--- config.mk ---
export PLATFORM = sky130hd
export DESIGN_NAME = vic_top
export DESIGN_NICKNAME = d
export VERILOG_FILES = /design/src/include/vic_pkg.sv /design/src/vic_top.sv
export SDC_FILE = /design/constraint.sdc
export NUM_CORES = 1
export LEC_CHECK = 0
export ABC_AREA = 1
export BUFFER_PORTS_ARGS = -buffer_cell sky130_fd_sc_hd__buf_4
export CORE_MARGIN = 3
export CORE_UTILIZATION = 45
export CTS_CLUSTER_DIAMETER = 40
export DETAILED_ROUTE_END_ITERATION = 7
export GPL_TIMING_DRIVEN = 0
export HOLD_SLACK_MARGIN = 0.03
export PLACE_DENSITY = 0.67
export REMOVE_ABC_BUFFERS = 1
export SLEW_MARGIN = 15
export SYNTH_ARGS = -nofsm -noshare
export SYNTH_HDL_FRONTEND = slang
export SYNTH_SLANG_ARGS = --single-unit
--- constraint.sdc ---
create_clock -name ref_clk -period 9.8 [get_ports ref_clk]
set_clock_uncertainty 0.1 [all_clocks]
set_input_delay 0.98 -clock ref_clk [delete_from_list [all_inputs] [get_ports ref_clk]]
set_output_delay 0.98 -clock ref_clk [all_outputs]
set_load 0.01 [all_outputs]
--- src/include/vic_pkg.sv ---
// Package of constants and types for the vectored interrupt control block.
package vic_pkg;

  // ---------------------------------------------------------------------------
  // Register map
  // ---------------------------------------------------------------------------
  localparam logic [15:0] ADDR_EDGE_RISE = 16'hFF48;
  localparam logic [15:0] ADDR_EDGE_FALL = 16'hFF49;
  localparam logic [15:0] ADDR_REQ_LO = 16'hFFE0;
  localparam logic [15:0] ADDR_REQ_HI = 16'hFFE1;
  localparam logic [15:0] ADDR_MASK_LO = 16'hFFE4;
  localparam logic [15:0] ADDR_MASK_HI = 16'hFFE5;
  localparam logic [15:0] ADDR_PRIO_LO = 16'hFFE8;
  localparam logic [15:0] ADDR_PRIO_HI = 16'hFFE9;
  localparam logic [15:0] ADDR_PSW = 16'hFF1E;

  // ---------------------------------------------------------------------------
  // Reset values and field positions
  // ---------------------------------------------------------------------------
  localparam logic [7:0] RST_REQ = 8'h00;
  localparam logic [7:0] RST_MASK = 8'hFF;
  localparam logic [7:0] RST_PRIO = 8'hFF;
  localparam logic [7:0] RST_EDGE = 8'h00;
  localparam logic [7:0] RST_PSW = 8'h02;
  localparam int PSW_IE_BIT = 7;
  localparam int PSW_ISP_BIT = 1;
  localparam int NUM_MASKABLE = 12;
  localparam int SRC_W = 4;
  localparam logic [15:0] RST_MASK16 = 16'hFFFF;

  // ---------------------------------------------------------------------------
  // Vectors
  // ---------------------------------------------------------------------------
  localparam logic [15:0] VEC_NMI = 16'h0004;
  localparam logic [15:0] VEC_WDT_MASKABLE = 16'h0004;
  localparam logic [15:0] VEC_PIN0 = 16'h0006;
  localparam logic [15:0] VEC_PIN1 = 16'h0008;
  localparam logic [15:0] VEC_INT_BASE = 16'h000A;
  localparam logic [15:0] VEC_BREAK = 16'h003E;
  localparam int FIRST_INTERNAL = 3;

  // ---------------------------------------------------------------------------
  // Types
  // ---------------------------------------------------------------------------
  typedef enum logic [1:0] {
    VIC_KIND_MASKABLE = 2'b00,
    VIC_KIND_NMI = 2'b01,
    VIC_KIND_BREAK = 2'b10
  } vic_kind_t;

  typedef enum logic [1:0] {
    VIC_RUN_IDLE = 2'b00,
    VIC_RUN_NMI = 2'b01
  } vic_run_t;

  typedef struct packed {
    logic wr_en;
    logic rd_en;
    logic wide;
    logic [15:0] addr;
    logic [15:0] wdata;
  } vic_bus_t;

  typedef struct packed {
    logic valid;
    vic_kind_t kind;
    logic [SRC_W-1:0] src;
    logic [15:0] vector;
  } vic_req_t;

  typedef struct packed {
    logic ei;
    logic di;
    logic break_trap_instruction;
    logic interrupt_return_instruction;
    logic break_return_instruction;
    logic pop_psw;
    logic [7:0] pop_data;
    logic ack;
  } vic_cpu_t;

endpackage

--- src/vic_top.sv ---
// Vectored interrupt control: request, mask, priority flags, arbitration and status word.
`timescale 1ns/100ps
`default_nettype none

module vic_top (
  input wire logic ref_clk,
  input wire logic rst_n,
  input wire vic_pkg::vic_bus_t bus,
  output logic [15:0] rdata,
  input wire vic_pkg::vic_cpu_t cpu,
  input wire logic wdt_nmi_mode,
  input wire logic wdt_overflow,
  input wire logic [1:0] ext_pin,
  input wire logic [8:0] periph_irq,
  output vic_pkg::vic_req_t irq_req,
  output logic [7:0] psw_push,
  output logic standby_release
);
  import vic_pkg::*;

  // ---------------------------------------------------------------------------
  // Reset release
  // ---------------------------------------------------------------------------
  // The release is synchronised so that every flop past the two-stage synchroniser leaves reset on the same edge.
  logic rst_s1_reg;
  logic rst_s2_reg;
  always_ff @(posedge ref_clk or negedge rst_n) begin
    if (!rst_n) begin
      rst_s1_reg <= 1'b0;
      rst_s2_reg <= 1'b0;
    end else begin
      rst_s1_reg <= 1'b1;
      rst_s2_reg <= rst_s1_reg;
    end
  end
  wire logic arst_n = rst_s2_reg;

  // ---------------------------------------------------------------------------
  // State
  // ---------------------------------------------------------------------------
  logic [15:0] req_reg;
  logic [15:0] req_next;
  logic [15:0] mask_reg;
  logic [15:0] mask_next;
  logic [15:0] prio_reg;
  logic [15:0] prio_next;
  logic [7:0] rise_reg;
  logic [7:0] fall_reg;
  logic [7:0] psw_reg;
  logic [7:0] psw_next;
  logic [1:0] pin_prev_reg;
  logic nmi_pend_reg;
  logic nmi_pend_next;
  vic_run_t run_reg;
  vic_run_t run_next;
  vic_req_t req_out_reg;
  vic_req_t req_out_next;
  logic [15:0] rdata_reg;
  logic [15:0] rdata_next;
  logic [7:0] push_reg;
  logic [7:0] push_next;
  logic stby_reg;

  // ---------------------------------------------------------------------------
  // Register decode
  // ---------------------------------------------------------------------------
  // A wide access at the low address writes both bytes of a pair at once.
  wire logic wr_req_lo = bus.wr_en && bus.addr == ADDR_REQ_LO;
  wire logic wr_req_hi = bus.wr_en && (bus.addr == ADDR_REQ_HI || (bus.wide && bus.addr == ADDR_REQ_LO));
  wire logic wr_mask_lo = bus.wr_en && bus.addr == ADDR_MASK_LO;
  wire logic wr_mask_hi = bus.wr_en && (bus.addr == ADDR_MASK_HI || (bus.wide && bus.addr == ADDR_MASK_LO));
  wire logic wr_prio_lo = bus.wr_en && bus.addr == ADDR_PRIO_LO;
  wire logic wr_prio_hi = bus.wr_en && (bus.addr == ADDR_PRIO_HI || (bus.wide && bus.addr == ADDR_PRIO_LO));
  wire logic wr_rise = bus.wr_en && bus.addr == ADDR_EDGE_RISE;
  wire logic wr_fall = bus.wr_en && bus.addr == ADDR_EDGE_FALL;
  wire logic wr_psw = bus.wr_en && bus.addr == ADDR_PSW;
  wire logic [7:0] hi_byte = bus.wide ? bus.wdata[15:8] : bus.wdata[7:0];
  wire logic [7:0] rise_next = wr_rise ? {6'h00, bus.wdata[1:0]} : rise_reg;
  wire logic [7:0] fall_next = wr_fall ? {6'h00, bus.wdata[1:0]} : fall_reg;

  // ---------------------------------------------------------------------------
  // Source events
  // ---------------------------------------------------------------------------
  // The watchdog reaches the maskable flag only in interval mode.
  wire logic [1:0] pin_rise = ext_pin & ~pin_prev_reg;
  wire logic [1:0] pin_fall = ~ext_pin & pin_prev_reg;
  wire logic [1:0] pin_evt = (pin_rise & rise_reg[1:0]) | (pin_fall & fall_reg[1:0]);
  wire logic [NUM_MASKABLE-1:0] src_evt = {periph_irq, pin_evt, wdt_overflow & ~wdt_nmi_mode};

  // ---------------------------------------------------------------------------
  // Arbitration
  // ---------------------------------------------------------------------------
  // The lowest set bit of the chosen group wins, which gives rank 0 the lead.
  wire logic [NUM_MASKABLE-1:0] live = req_reg[NUM_MASKABLE-1:0] & ~mask_reg[NUM_MASKABLE-1:0];
  wire logic [NUM_MASKABLE-1:0] live_hi = live & ~prio_reg[NUM_MASKABLE-1:0];
  wire logic [NUM_MASKABLE-1:0] group = (|live_hi) ? live_hi : live;
  wire logic [NUM_MASKABLE-1:0] onehot = group & (~group + 12'h001);
  wire logic in_service_priority = psw_reg[PSW_ISP_BIT];
  wire logic ie = psw_reg[PSW_IE_BIT];
  wire logic win_hi = |live_hi;
  wire logic can_take = (|live) && ie && (run_reg == VIC_RUN_IDLE) && (win_hi || in_service_priority);
  // Standby release ignores the enable bit: a masked-in request wakes the core even when disabled.
  wire logic stby_next = (|live) || nmi_pend_reg;

  logic [SRC_W-1:0] win_idx;
  logic [15:0] win_vec;
  always_comb begin
    win_idx = '0;
    for (int i = NUM_MASKABLE - 1; i >= 0; i--) begin
      if (onehot[i]) begin
        win_idx = SRC_W'(i);
      end
    end
  end

  // Vectors: watchdog and pins fixed, internal sources two apart.
  always_comb begin
    case (win_idx)
      4'h0: win_vec = VEC_WDT_MASKABLE;
      4'h1: win_vec = VEC_PIN0;
      4'h2: win_vec = VEC_PIN1;
      default: win_vec = VEC_INT_BASE + {11'h000, win_idx - 4'h3, 1'b0};
    endcase
  end

  // ---------------------------------------------------------------------------
  // Next-state logic
  // ---------------------------------------------------------------------------
  wire logic nmi_take = nmi_pend_reg && (run_reg == VIC_RUN_IDLE);
  wire logic take_ack = cpu.ack && req_out_reg.valid;
  wire logic ack_mask = take_ack && req_out_reg.kind == VIC_KIND_MASKABLE;
  // Only a maskable acknowledge clears a flag; the non-maskable path keeps no flag bit.
  wire logic [15:0] ack_clr = ack_mask ? (16'h0001 << req_out_reg.src) : 16'h0000;

  always_comb begin
    // Set wins over an instruction clear in the same cycle.
    req_next = req_reg;
    if (wr_req_lo) req_next[7:0] = bus.wdata[7:0];
    if (wr_req_hi) req_next[15:8] = hi_byte;
    req_next = (req_next & ~ack_clr) | {4'h0, src_evt};
    mask_next = mask_reg;
    if (wr_mask_lo) mask_next[7:0] = bus.wdata[7:0];
    if (wr_mask_hi) mask_next[15:8] = hi_byte;
    prio_next = prio_reg;
    if (wr_prio_lo) prio_next[7:0] = bus.wdata[7:0];
    if (wr_prio_hi) prio_next[15:8] = hi_byte;
  end

  // Later lines win: an acknowledge overrides an instruction touching the same bit.
  always_comb begin
    psw_next = psw_reg;
    push_next = push_reg;
    run_next = run_reg;
    nmi_pend_next = nmi_pend_reg;
    req_out_next = req_out_reg;
    if (wr_psw) psw_next = bus.wdata[7:0];
    if (cpu.ei) psw_next[PSW_IE_BIT] = 1'b1;
    if (cpu.di) psw_next[PSW_IE_BIT] = 1'b0;
    if (cpu.pop_psw || cpu.break_return_instruction) psw_next = cpu.pop_data;
    if (cpu.interrupt_return_instruction) begin
      psw_next = cpu.pop_data;
      run_next = VIC_RUN_IDLE;
    end
    if (cpu.break_trap_instruction) begin
      push_next = psw_reg;
      psw_next[PSW_IE_BIT] = 1'b0;
    end
    if (take_ack) begin
      push_next = psw_reg;
      psw_next[PSW_IE_BIT] = 1'b0;
      req_out_next.valid = 1'b0;
      case (req_out_reg.kind)
        VIC_KIND_NMI: begin
          psw_next[PSW_ISP_BIT] = 1'b0;
          run_next = VIC_RUN_NMI;
        end
        VIC_KIND_MASKABLE: psw_next[PSW_ISP_BIT] = prio_reg[req_out_reg.src];
        default: psw_next[PSW_ISP_BIT] = psw_reg[PSW_ISP_BIT];
      endcase
    end else if (!req_out_reg.valid && !cpu.break_trap_instruction) begin
      if (nmi_take) begin
        req_out_next = '{valid: 1'b1, kind: VIC_KIND_NMI, src: 4'hF, vector: VEC_NMI};
        nmi_pend_next = 1'b0;
      end else if (can_take) begin
        req_out_next = '{valid: 1'b1, kind: VIC_KIND_MASKABLE, src: win_idx, vector: win_vec};
      end
    end else if (cpu.break_trap_instruction && !req_out_reg.valid) begin
      req_out_next = '{valid: 1'b0, kind: VIC_KIND_BREAK, src: 4'h0, vector: VEC_BREAK};
    end
    // Several overflows during service collapse to one pending request.
    if (wdt_overflow && wdt_nmi_mode) nmi_pend_next = 1'b1;
  end

  // Readback: the combined word sits at the low address; undefined watchdog mask read is tolerated.
  always_comb begin
    case (bus.addr)
      ADDR_REQ_LO: rdata_next = bus.wide ? req_reg : {8'h00, req_reg[7:0]};
      ADDR_REQ_HI: rdata_next = {8'h00, req_reg[15:8]};
      ADDR_MASK_LO: rdata_next = bus.wide ? mask_reg : {8'h00, mask_reg[7:0]};
      ADDR_MASK_HI: rdata_next = {8'h00, mask_reg[15:8]};
      ADDR_PRIO_LO: rdata_next = bus.wide ? prio_reg : {8'h00, prio_reg[7:0]};
      ADDR_PRIO_HI: rdata_next = {8'h00, prio_reg[15:8]};
      ADDR_EDGE_RISE: rdata_next = {8'h00, rise_reg};
      ADDR_EDGE_FALL: rdata_next = {8'h00, fall_reg};
      ADDR_PSW: rdata_next = {8'h00, psw_reg};
      default: rdata_next = 16'h0000;
    endcase
    if (!bus.rd_en) rdata_next = rdata_reg;
  end

  // ---------------------------------------------------------------------------
  // Registers
  // ---------------------------------------------------------------------------
  // Flag registers.
  always_ff @(posedge ref_clk or negedge arst_n) begin
    if (!arst_n) begin
      req_reg <= {RST_REQ, RST_REQ};
      mask_reg <= RST_MASK16;
      prio_reg <= {RST_PRIO, RST_PRIO};
    end else begin
      req_reg <= req_next;
      mask_reg <= mask_next;
      prio_reg <= prio_next;
    end
  end

  always_ff @(posedge ref_clk or negedge arst_n) begin
    if (!arst_n) begin
      rise_reg <= RST_EDGE;
      fall_reg <= RST_EDGE;
      pin_prev_reg <= 2'b00;
    end else begin
      rise_reg <= rise_next;
      fall_reg <= fall_next;
      pin_prev_reg <= ext_pin;
    end
  end

  always_ff @(posedge ref_clk or negedge arst_n) begin
    if (!arst_n) begin
      psw_reg <= RST_PSW;
      run_reg <= VIC_RUN_IDLE;
      nmi_pend_reg <= 1'b0;
    end else begin
      psw_reg <= psw_next;
      run_reg <= run_next;
      nmi_pend_reg <= nmi_pend_next;
    end
  end

  // Outputs to the core all leave from flops.
  always_ff @(posedge ref_clk or negedge arst_n) begin
    if (!arst_n) begin
      req_out_reg <= '0;
      push_reg <= 8'h00;
      stby_reg <= 1'b0;
    end else begin
      req_out_reg <= req_out_next;
      push_reg <= push_next;
      stby_reg <= stby_next;
    end
  end

  // Read data holds between reads, so a slow core may sample it late.
  always_ff @(posedge ref_clk or negedge arst_n) begin
    if (!arst_n) begin
      rdata_reg <= 16'h0000;
    end else begin
      rdata_reg <= rdata_next;
    end
  end

  assign irq_req = req_out_reg;
  assign rdata = rdata_reg;
  assign psw_push = push_reg;
  assign standby_release = stby_reg;

endmodule // vic_top

`default_nettype wire

* Yosys cells after proc, flatten, opt, wreduce, memory -nomap -nowiden
Cells that the tools add are included.
Cells by class: equality and inequality tests 16, shifts and indexed selects 1, magnitude comparators 1, add/subtract/negate cells 3, div/mod/pow operators 0, bitwise gates (word level) 19, muxes and demuxes 47, multiply operators 0, reduce and logical (&&, ||, !) cells 46
Operator list (count):
- $eq A16 B16 Y1 const B | 9
- $pmux W16 S9 | 1
- $mux W23 | 4
- $mux W16 | 4
- $mux W8 | 8
- $mux W4 | 12
- $and A12 B12 Y12 | 3
- $not A12 Y12 | 3
- $reduce_or A12 Y1 | 2
- $logic_and A1 B1 Y1 | 21
- $pmux W6 S3 | 1
- $and A16 B16 Y16 | 1
- $not A16 Y16 | 1
- $or A16 B12 Y16 | 1
- $shl A1 B4 Y16 const A | 1
- $add A12 B1 Y12 const B | 1
- $mux W12 | 1
- $mux W1 | 11
- $and A2 B2 Y2 | 4
- $reduce_bool A2 Y1 | 4
- $reduce_bool A7 Y1 | 1
- $add A4 B5 Y6 const A | 1
- $logic_or A1 B1 Y1 | 6
- $mux W2 | 3
- other kinds (22) | 29
Storage, ports and cells: logic and storage cells 155, output and inout port bits 48, memory bits (read-only) 0, flip-flop bits (word level) 115, bits in writable memories 0, memories 0, bits in latches 0, bits of input ports 65

* Logic depth before layout (Yosys ltp)
Gate-level depths: netlist of the first run.
word-level depth 27, depth in mapped cells 24, mapped depth without buffers 23

* Least setup slack after synthesis of the first run
OpenSTA, ideal clock, no wires.
path type input to register, start point in bus[22] (netlist name), end point reg req_reg[10], buffers on the path 1, stages on the path 15, setup slack 6.997 ns, data required time 9.580 ns, setup time 0.120 ns, arrival 2.583 ns, cell sequence inv_1 -> nor2_1 -> inv_2 -> nor3_4 -> inv_2 -> nor4_2 -> nand2_2 -> nor2_4 -> inv_2 -> nand2_1 -> nand2_1 -> inv_1 -> buf_4 -> nand2_1 -> a31o_2
Between the ends: cells in the longest elaborated chain, start to end 7, elaborated cells between the ends (all ways) 8
Ends and longest elaborated chain:
- start, declared | line vic_top.sv:8 | input wire vic_pkg::vic_bus_t bus,
- $eq A16 B16 Y1 | line vic_top.sv:69 | wire logic wr_req_hi = bus.wr_en && (bus.addr == ADDR_REQ_HI || (bus.wide && bus.addr == ADDR_REQ_LO));
- $logic_and A1 B1 Y1 | line vic_top.sv:69
- $logic_or A1 B1 Y1 (*) | line vic_top.sv:69
- $logic_and A1 B1 Y1 (*) | line vic_top.sv:69
- $mux W8 (*) | line vic_top.sv:139 | if (wr_req_hi) req_next[15:8] = hi_byte;
- $and A16 B16 Y16 (*) | line vic_top.sv:140 | req_next = (req_next & ~ack_clr) | {4'h0, src_evt};
- $or A16 B12 Y16 (*) | line vic_top.sv:140
- net req_next[10] | line vic_top.sv:42 | logic [15:0] req_next;
- end signal, assigned | line vic_top.sv:217 | req_reg <= {RST_REQ, RST_REQ};
- end signal, assigned | line vic_top.sv:221 | req_reg <= req_next;
- end, declared | line vic_top.sv:41 | logic [15:0] req_reg;
The timed path passes the listed nets; every way through them passes the cells marked *. A chain may end at the register's enable or synchronous reset.

* Worst setup path in the final report of the first run
start point in bus[20] (netlist name), end point reg mask_reg[9]
Between the ends: cells in the longest elaborated chain, start to end 4, elaborated cells between the ends (all ways) 5
Ends and longest elaborated chain:
- $eq A16 B16 Y1 | line vic_top.sv:71 | wire logic wr_mask_hi = bus.wr_en && (bus.addr == ADDR_MASK_HI || (bus.wide && bus.addr == ADDR_MASK_LO));
- $logic_and A1 B1 Y1 | line vic_top.sv:71
- $logic_or A1 B1 Y1 (*) | line vic_top.sv:71
- $logic_and A1 B1 Y1 (*) | line vic_top.sv:71
- end signal, assigned | line vic_top.sv:222 | mask_reg <= mask_next;
- end, declared | line vic_top.sv:43 | logic [15:0] mask_reg;
Mark *: on every way between the ends. The rest lies on a longest branch, timed or not.

==> impl_metrics.yaml, run 1 <==
outcome:
  status: "finished clean"
synth:
  seq_area_frac_synth_pct: 43.0
  netlist.area_leader.share_pct: 28.9
  yosysTopAreaCell: "dfrtp_1"
  synth_top_flop_cell: "dfrtp_1"
  synth-edff-count: 0
  yosys_warnings: 0
  synth_cell_type_count: 50
  async_flop_share_pct: 100
  synth_area_leaders: "dfrtp_1, dfstp_2, nand2_1"
  synth_area_um2: 6150
  syn_area_per_cell_um2: 7.70
  synth_cells: 798
  synth_seq_cells: 104
global_route:
  grt_pass1_vias: 5370
  grtUsageTotal_pct: 25.5
  grt_pass1_wl_mm: 29.1
  gr-total-overflow: 0
  grt_max_degree: 56
  antenna_found_initial: 0
hold_path:
  worst_hold_path.endpoint: "arst_n$_DFF_PN0_"
  min_path_cells: 0
  worstHoldStart: "rst_s1_reg$_DFF_PN0_"
  hp-class: "reg -> reg"
setup_path:
  required_ns: 9.98
  arrival_ns: 3.38
  cpMostUsedCell: "nand2_1"
  crit_path_cell_trace: "buf_4 > nor2_1 > inv_2 > nor3_4 > inv_2 > nor3_1 > nand2_1 > nor2_1 > inv_1 > nand2_1 > nand2_1 > o21ai_0"
  rr_endpoint: "irq_req[4]$_DFFE_PN0P_"
  worst-r2r-setup-slack_ns: 6.79
  ff2ff_path_depth: 21
  endpoint_kind: "register"
  critPathLaunchType: "input pin"
  slowest_delay_ns: 0.44
  slowest_stage: "nor2_1"
  cp_max_fo: 16
  crit_type: "in -> reg"
  r2r_start: "prio_reg[5]$_DFFE_PN1P_"
clocking:
  cts_resized: 0
  cts.sinks: 104
  root_buffer: "clkbuf_16"
  cts_buffers: 9
  clkSlewWorstSetupHoldPaths_ns: 0.08
  clock_latency_ns: 0.36
  clockBufferDepth: 2
  cts_tree: "done"
  hold_buffers: 0
  h-tree-depth: 3
  post_cts_buffers: 0
floorplanning:
  floorplan.initialDensity_pct: 46.2
  core_um2: 13300
  pin_count: 113
  die_w_um: 123
  fp.dieH_um: 123
  row_count: 42
  die_area_um2: 15100
sta:
  setup_viol: 0
  finalHoldViolCount: 0
  drv_slew: 0
  period_needed_ns: 3.20
  relSlewSlack_pct: 21.3
  fin_crit_sh_pct: 32.7
  rsz0062_at_grt: "no"
  fmax_mhz: 312
  tightest_slew_ns: 1.17
  fin_tns_setup_ns: 0
routing:
  drc_errors: 0
  firstDrtPassIters: 5
  vias: 5802
  drtAntennaViolNets: 0
  via_per_inst: 5.39
  wl_per_cell_um: 17.2
  routed_wl_mm: 18.5
  drtIter0Drc: 583
place:
  dpl.cell_count: 1060
  gp_congestion: 1.01
  placed_cell_area_um2: 7040
  dpl.hpwl_mm: 14.2
  io_buffers: 101
power:
  p_total_mw: 1.15
  power_density_nw_per_um2: 156
  ir_drop_v: 0.000147
  p_leak_nw: 3.33
layout:
  num_antenna_cells: 0
  stdcell_area_um2: 7340
  mostFrequentLayoutCell: "nand2_1"
  drive_gt1_share_pct: 25.6
  multi_input_area_um2: 2850
  mostFrequentLayoutCells: "nand2_1, inv_1, buf_4"
  fillers: 1306
  stdcell_count: 1076
  nets: 961
  ff_latch_area_um2: 2650
  area_growth_pct: 19.4
job:
  cap_violations: 0
-- critical path, delay by kind of cell --
family	cells	cell delay, ns
AOI/OAI and AO/OA	1	0.30
and+or+nand+nor	7	1.62
buffers and inverters	4	0.47
-- per-stage QoR --
step / hold slack, ns / util, % / setup WS [ns]
floorplan: 0.231 / - / 6.65
detailed placement: 0.239 / 53.0 / 6.24
CTS: 0.255 / 55.2 / 6.64
global route: 0.268 / 55.2 / 6.32
global placement: 0.234 / 52.7 / 5.34
finish: 0.252 / 55.2 / 6.60
-- cell families after synthesis --
kind of cell / Yosys count / synth area share [%]
AO/OA/AOI/OAI: 192 / 19.6
multiplexers: 3 / 0.550
buffers and inverters: 171 / 11.3
adder cells (fa/ha/maj): 1 / 0.204
flip-flops: 104 / 43.0
other: 2 / 0.122
AND/OR/NAND/NOR: 325 / 25.2
-- report_power, final --
group	leakage [nW]	total [mW]	switching [mW]	internal (mW)
registers	1.19	0.513	0.0389	0.474
clock network	0.147	0.370	0.170	0.200
logic	1.99	0.264	0.165	0.0984
-- cell usage after synthesis (13+ instances only) --
master    number
nand2_1      145
inv_1        127
nor2_1        88
o21ai_0       84
dfrtp_1       71
o22ai_1       36
dfstp_2       33
nand3_1       23
inv_2         16
nand2_2       16
a21oi_1       14
o211ai_1      13
-- per-layer routing --
layer	vias to the layer above	track usage [%]	share of wire, %
met5	-	0	0
met4	0	8.05	2.1
met3	40	5.58	8.2
met2	249	38.2	45
met1	2693	36.7	45
li1	2820	-	-
-- area by class of cell --
type | count | share of cell area, %
clock buffers | 10 | 3.12
well taps | 176 | 3.00
clock inverters | 6 | 0.904
flip-flops and latches | 104 | 36.1
inverters | 145 | 7.42
repair buffers | 102 | 10.7
multi-input cells | 533 | 38.8
-- worst max-delay path by stage --
stage	from	end	slack (ns)	depth (start not counted)
after floorplan	arst_n$_DFF_PN0_	fall_reg[0]$_DFFE_PN0P_	6.65	0
after global placement	arst_n$_DFF_PN0_	irq_req[18]$_DFFE_PN0P_	5.34	0
after detailed placement	bus[20]	mask_reg[9]$_DFFE_PN1P_	6.24	12
after CTS	bus[20]	mask_reg[9]$_DFFE_PN1P_	6.64	12
after global routing	bus[22]	mask_reg[11]$_DFFE_PN1P_	6.32	13
final	bus[20]	mask_reg[9]$_DFFE_PN1P_	6.60	12
(Power assumes the default switching activity.)
==> run 2, diff against run 1 <==
Clock period 9.8 ns to 3.08 ns, I/O delays scaled along.
==> run 2 against run 1 <==
  * Sequential power rose to 3.2 times the previous value
  * Combinational power increased to 3.2 times the previous value
  * Clock-buffer cell count did not move
  * Global-route usage hardly changed
==> impl_metrics.yaml, run 2 (synthesis results as in run 1) <==
global_route:
  grt_pass1_vias: 5397
  grtUsageTotal_pct: 25.5
  antenna_found_initial: 0
  grt_pass1_wl_mm: 29.2
  gr-total-overflow: 0
  grt_max_degree: 56
clocking:
  h-tree-depth: 3
  cts_tree: "done"
  clock_latency_ns: 0.36
  cts.sinks: 104
  clkSlewWorstSetupHoldPaths_ns: 0.07
  clockBufferDepth: 2
  root_buffer: "clkbuf_16"
  cts_buffers: 9
place:
  io_buffers: 101
  dpl.cell_count: 1060
  post-place-ws_ns: 0.112
  placed_cell_area_um2: 7040
  dpl.hpwl_mm: 14.2
  gp_congestion: 1.01
routing:
  drc_errors: 0
  drtAntennaViolNets: 0
  firstDrtPassIters: 7
  routed_wl_mm: 18.7
  wl_met2_mm: 8.43
  wl_per_cell_um: 17.2
  vias: 5820
  via_per_inst: 5.35
  top_layer: "met4"
  wl_met1_mm: 8.27
  drtIter0Drc: 557
  wl_met3_mm: 1.67
layout:
  mostFrequentLayoutCells: "nand2_1, inv_1, buf_4"
  drive_gt1_share_pct: 26.4
  num_antenna_cells: 0
  stdcell_area_um2: 7450
  fin_util_pct: 56.0
  mostFrequentLayoutCell: "nand2_1"
  area_growth_pct: 21.2
  stdcell_count: 1088
  nets: 973
sta:
  fin_tns_setup_ns: 0
  fin_crit_sh_pct: 93.6
  finalHoldViolCount: 0
  fmax_mhz: 347
  hold_slack_ns: 0.0413
  drv_slew: 0
  setup_viol: 0
  relSlewSlack_pct: 25.6
  tightest_slew_ns: 1.10
  worst_slack_ns: 0.196
  period_needed_ns: 2.88
power:
  power_density_nw_per_um2: 491
  power.clock.fraction_pct: 32.2
  p_total_mw: 3.66
  seq_power_share_pct: 44.7
  p_leak_nw: 3.39
  comb_power_share_pct: 23.1
  power.internal_mw: 2.46
  p_sw_share_pct: 32.7
  p_sw_mw: 1.20
  ir_drop_v: 0.000464
setup_path:
  arrival_ns: 3.03
  critPathLaunchType: "register"
  required_ns: 3.23
  cp_max_fo: 10
  ff2ff_path_depth: 9
  endpoint_kind: "register"
  crit_type: "reg -> reg"
floorplanning:
  core_um2: 13300
  die_area_um2: 15100
  fp.dieH_um: 123
  pin_count: 113
  die_w_um: 123
  row_count: 42
  floorplan.initialDensity_pct: 46.2
job:
  cap_violations: 0
hold_path:
  hp-class: "in -> reg"
  min_path_cells: 2
outcome:
  status: "finished clean"
run 2: path summary, 6_finish.rpt:
kind,endpoint,startpoint,slack (ns)
min,req_reg[5]$_DFF_PN0_,periph_irq[2],0.04
min in group asynchronous,arst_n$_DFF_PN0_,rst_n,0.16
min reg2reg,arst_n$_DFF_PN0_,rst_s1_reg$_DFF_PN0_,0.25
max in group asynchronous,psw_reg[1]$_DFFE_PN1P_,arst_n$_DFF_PN0_,1.87
max,irq_req[2]$_DFFE_PN0P_,mask_reg[9]$_DFFE_PN1P_,0.20
max reg2reg,irq_req[2]$_DFFE_PN0P_,mask_reg[9]$_DFFE_PN1P_,0.20
run 2: cell type report:
class,count,area [um^2]
sequential,104,2650
clock inverter,6,66.3
multi-input combinational,534,2870
clock buffer,10,229
tap,176,220
fill,1291,5840
inverter,145,544
timing repair buffer,113,878
run 2: metal layers:
layer / up-vias / GRT usage [%]
li1: 2848 / -
met1: 2694 / 36.6
met2: 246 / 38.5
met3: 32 / 5.58
met4: 0 / 8.05
met5: - / 0
run 2: critical path, stage by stage, from the launching register on:
cell	delay (ns)
dfstp_2	0.56
nor2_1	0.08
nor4_1	0.61
nand3_1	0.18
nand3_1	0.10
o21ai_0	0.10
o21ai_0	0.39
clkinv_1	0.36
o21ai_0	0.24
inv_1	0.06
run 2: timing repair:
action,4_1_cts,5_1_grt
endpoints found under the hold margin,5,0
hold buffers,4,0
setup buffers,0,7
resized for setup,0,3
endpoints found under the setup margin,0,3
run 2: power by group through the flow:
stage               registers, mW  logic (mW)  clock network (mW)
finish                       1.63       0.846                1.18
global placement             1.67       0.810                   0
floorplan                    1.68       0.409                   0
global route                 1.65       0.944                1.24
CTS                          1.63       0.845                1.19
detailed placement           1.65       0.835                   0
==> run 3, diff against run 2 <==
Settings changed: BUFFER_PORTS_ARGS -buffer_cell sky130_fd_sc_hd__buf_4 to default, CORE_UTILIZATION 45 to 60, DONT_BUFFER_PORTS from default to 1, PLACE_DENSITY 0.67 to 0.76.
==> run 3 against run 2 <==
  * Setup slack got worse by 0.042 ns
  * Hold slack got worse by 0.018 ns
  * Critical path depth rose by 13
  * Largest cell class unchanged
==> impl_metrics.yaml, run 3 (synthesis results as in run 1) <==
clocking:
  cts_buffers: 9
  cts.sinks: 104
  clock_latency_ns: 0.38
  root_buffer: "clkbuf_8"
  clkSlewWorstSetupHoldPaths_ns: 0.10
  cts_tree: "done"
  h-tree-depth: 3
  clockBufferDepth: 2
place:
  placed_cell_area_um2: 6220
  io_buffers: 0
  gp_congestion: 0.982
  post-place-ws_ns: 0.0651
  dpl.hpwl_mm: 14.9
  dpl.cell_count: 916
global_route:
  gr-total-overflow: 0
  grt_pass1_wl_mm: 30.9
  grtUsageTotal_pct: 35.5
  top_usage_layer: "met2"
  antenna_found_initial: 0
  grt_max_degree: 61
  grt_util_met3_pct: 8.85
  met2_usage_pct: 57.3
  met1_usage_pct: 46.7
  grt_pass1_vias: 5798
hold_path:
  worstHoldStart: "cpu[6]"
  worst_hold_path.endpoint: "psw_reg[5]$_DFFE_PN0P_"
  min_path_cells: 2
  hp-class: "in -> reg"
setup_path:
  required_ns: 3.29
  crit_type: "reg -> reg"
  cp_max_fo: 6
  rr_endpoint: "irq_req[4]$_DFFE_PN0P_"
  ff2ff_path_depth: 22
  critPathLaunchType: "register"
  r2r_start: "mask_reg[5]$_DFFE_PN1P_"
  endpoint_kind: "register"
  worstSetupStartpoint: "mask_reg[5]$_DFFE_PN1P_"
  arrival_ns: 3.13
  worst-r2r-setup-slack_ns: 0.15
sta:
  fin_crit_sh_pct: 95.0
  relSlewSlack_pct: 30.7
  worst_slack_ns: 0.153
  rsz0062_at_grt: "yes"
  tightest_slew_ns: 1.03
  fmax_mhz: 342
  hold_slack_ns: 0.0235
  period_needed_ns: 2.93
  finalHoldViolCount: 0
  setup_viol: 0
  drv_slew: 0
  fin_tns_setup_ns: 0
routing:
  drc_errors: 0
  drtIter0Drc: 625
  firstDrtPassIters: 5
  drtAntennaViolNets: 0
  via_per_inst: 6.08
  wl_per_cell_um: 20.8
  vias: 5845
  routed_wl_mm: 20.0
power:
  power.internal_mw: 2.09
  p_sw_share_pct: 35.4
  power.clock.fraction_pct: 27.5
  p_leak_nw: 2.91
  comb_power_share_pct: 20.0
  power_density_nw_per_um2: 479
  ir_drop_v: 0.000411
  p_sw_mw: 1.14
  p_total_mw: 3.23
  seq_power_share_pct: 52.5
layout:
  nets: 890
  stdcell_count: 962
  area_growth_pct: 9.71
  fillers: 785
  fin_util_pct: 68.4
  drive_gt1_share_pct: 17.1
  mostFrequentLayoutCells: "nand2_1, inv_1, nor2_1"
  stdcell_area_um2: 6740
  mostFrequentLayoutCell: "nand2_1"
  num_antenna_cells: 0
floorplanning:
  floorplan.initialDensity_pct: 62.3
  core_um2: 9860
  pin_count: 113
  die_w_um: 107
  row_count: 36
  fp.dieH_um: 107
  die_area_um2: 11500
outcome:
  status: "finished clean"
job:
  cap_violations: 0
## run 3: cell types whose count changed in the layout (fill, tap and decap cells not counted), sizes merged
cell and change:
clkbuf +1, buf -102, clkinv +1, dlygate4sd3 +19, inv -2
## run 3: cell type report
type | count | area (um^2) | area share (%)
Sequential cell | 104 | 2650 | 39.3
Timing Repair Buffer | 30 | 308 | 4.56
Tap cell | 133 | 166 | 2.47
Clock buffer | 11 | 141 | 2.10
Clock inverter | 5 | 57.6 | 0.853
Inverter | 145 | 544 | 8.07
Multi-Input combinational cell | 534 | 2880 | 42.7
## run 3: how the worst max path moves through the flow
stage                               to  slack [ns]  cells after the start
6_report        irq_req[4]$_DFFE_PN0P_        0.15                     22
5_1_grt         irq_req[4]$_DFFE_PN0P_       -0.07                     21
4_1_cts         irq_req[4]$_DFFE_PN0P_        0.04                     21
3_5_place_dp    irq_req[4]$_DFFE_PN0P_        0.07                     21
3_3_place_gp    psw_reg[6]$_DFFE_PN0P_       -1.14                      0
2_1_floorplan  fall_reg[0]$_DFFE_PN0P_       -0.07                      0
## run 3: worst max-delay path, cell delays in order, from the launching register on
cell and delay [ns]:
dfstp_2 0.57, inv_1 0.09, nand3_1 0.12, nand2_2 0.08, nor2_4 0.16, nand3_4 0.15
buf_12 0.17, o21bai_4 0.14, nor2_1 0.08, nand2_1 0.07, nor2_2 0.04, nand2_2 0.07
nand2_2 0.07, nor2_4 0.10, nand3_4 0.11, ha_4 0.18, nand2_2 0.06, nand2_1 0.06
nand2_2 0.09, nand2_1 0.06, nand2_1 0.06, nand3_1 0.08, a21oi_1 0.14
## run 3: repair_timing
item | CTS | global route
resized for setup | 0 | 7
endpoints found under the setup margin | 0 | 5
buffers inserted | 0 | 6
hold endpoints to repair | 40 | 0
hold buffers | 23 | 0
## run 3: power groups by stage
| stage | logic, mW | clock network [mW] | registers [mW] |
|---|---|---|---|
| final | 0.647 | 0.887 | 1.70 |
| after global placement | 0.547 | 0 | 1.73 |
| after global routing | 0.720 | 0.935 | 1.72 |
| after floorplan | 0.409 | 0 | 1.68 |
| after detailed placement | 0.591 | 0 | 1.72 |
| after CTS | 0.627 | 0.883 | 1.69 |
## run 3: metal layers
| metal | part of all wire (%) | routed length, um |
|---|---|---|
| met3 | 9.8 | 1970 |
| met4 | 2.9 | 588 |
| met1 | 40 | 8040 |
| met5 | 0 | 0 |
| met2 | 47 | 9430 |
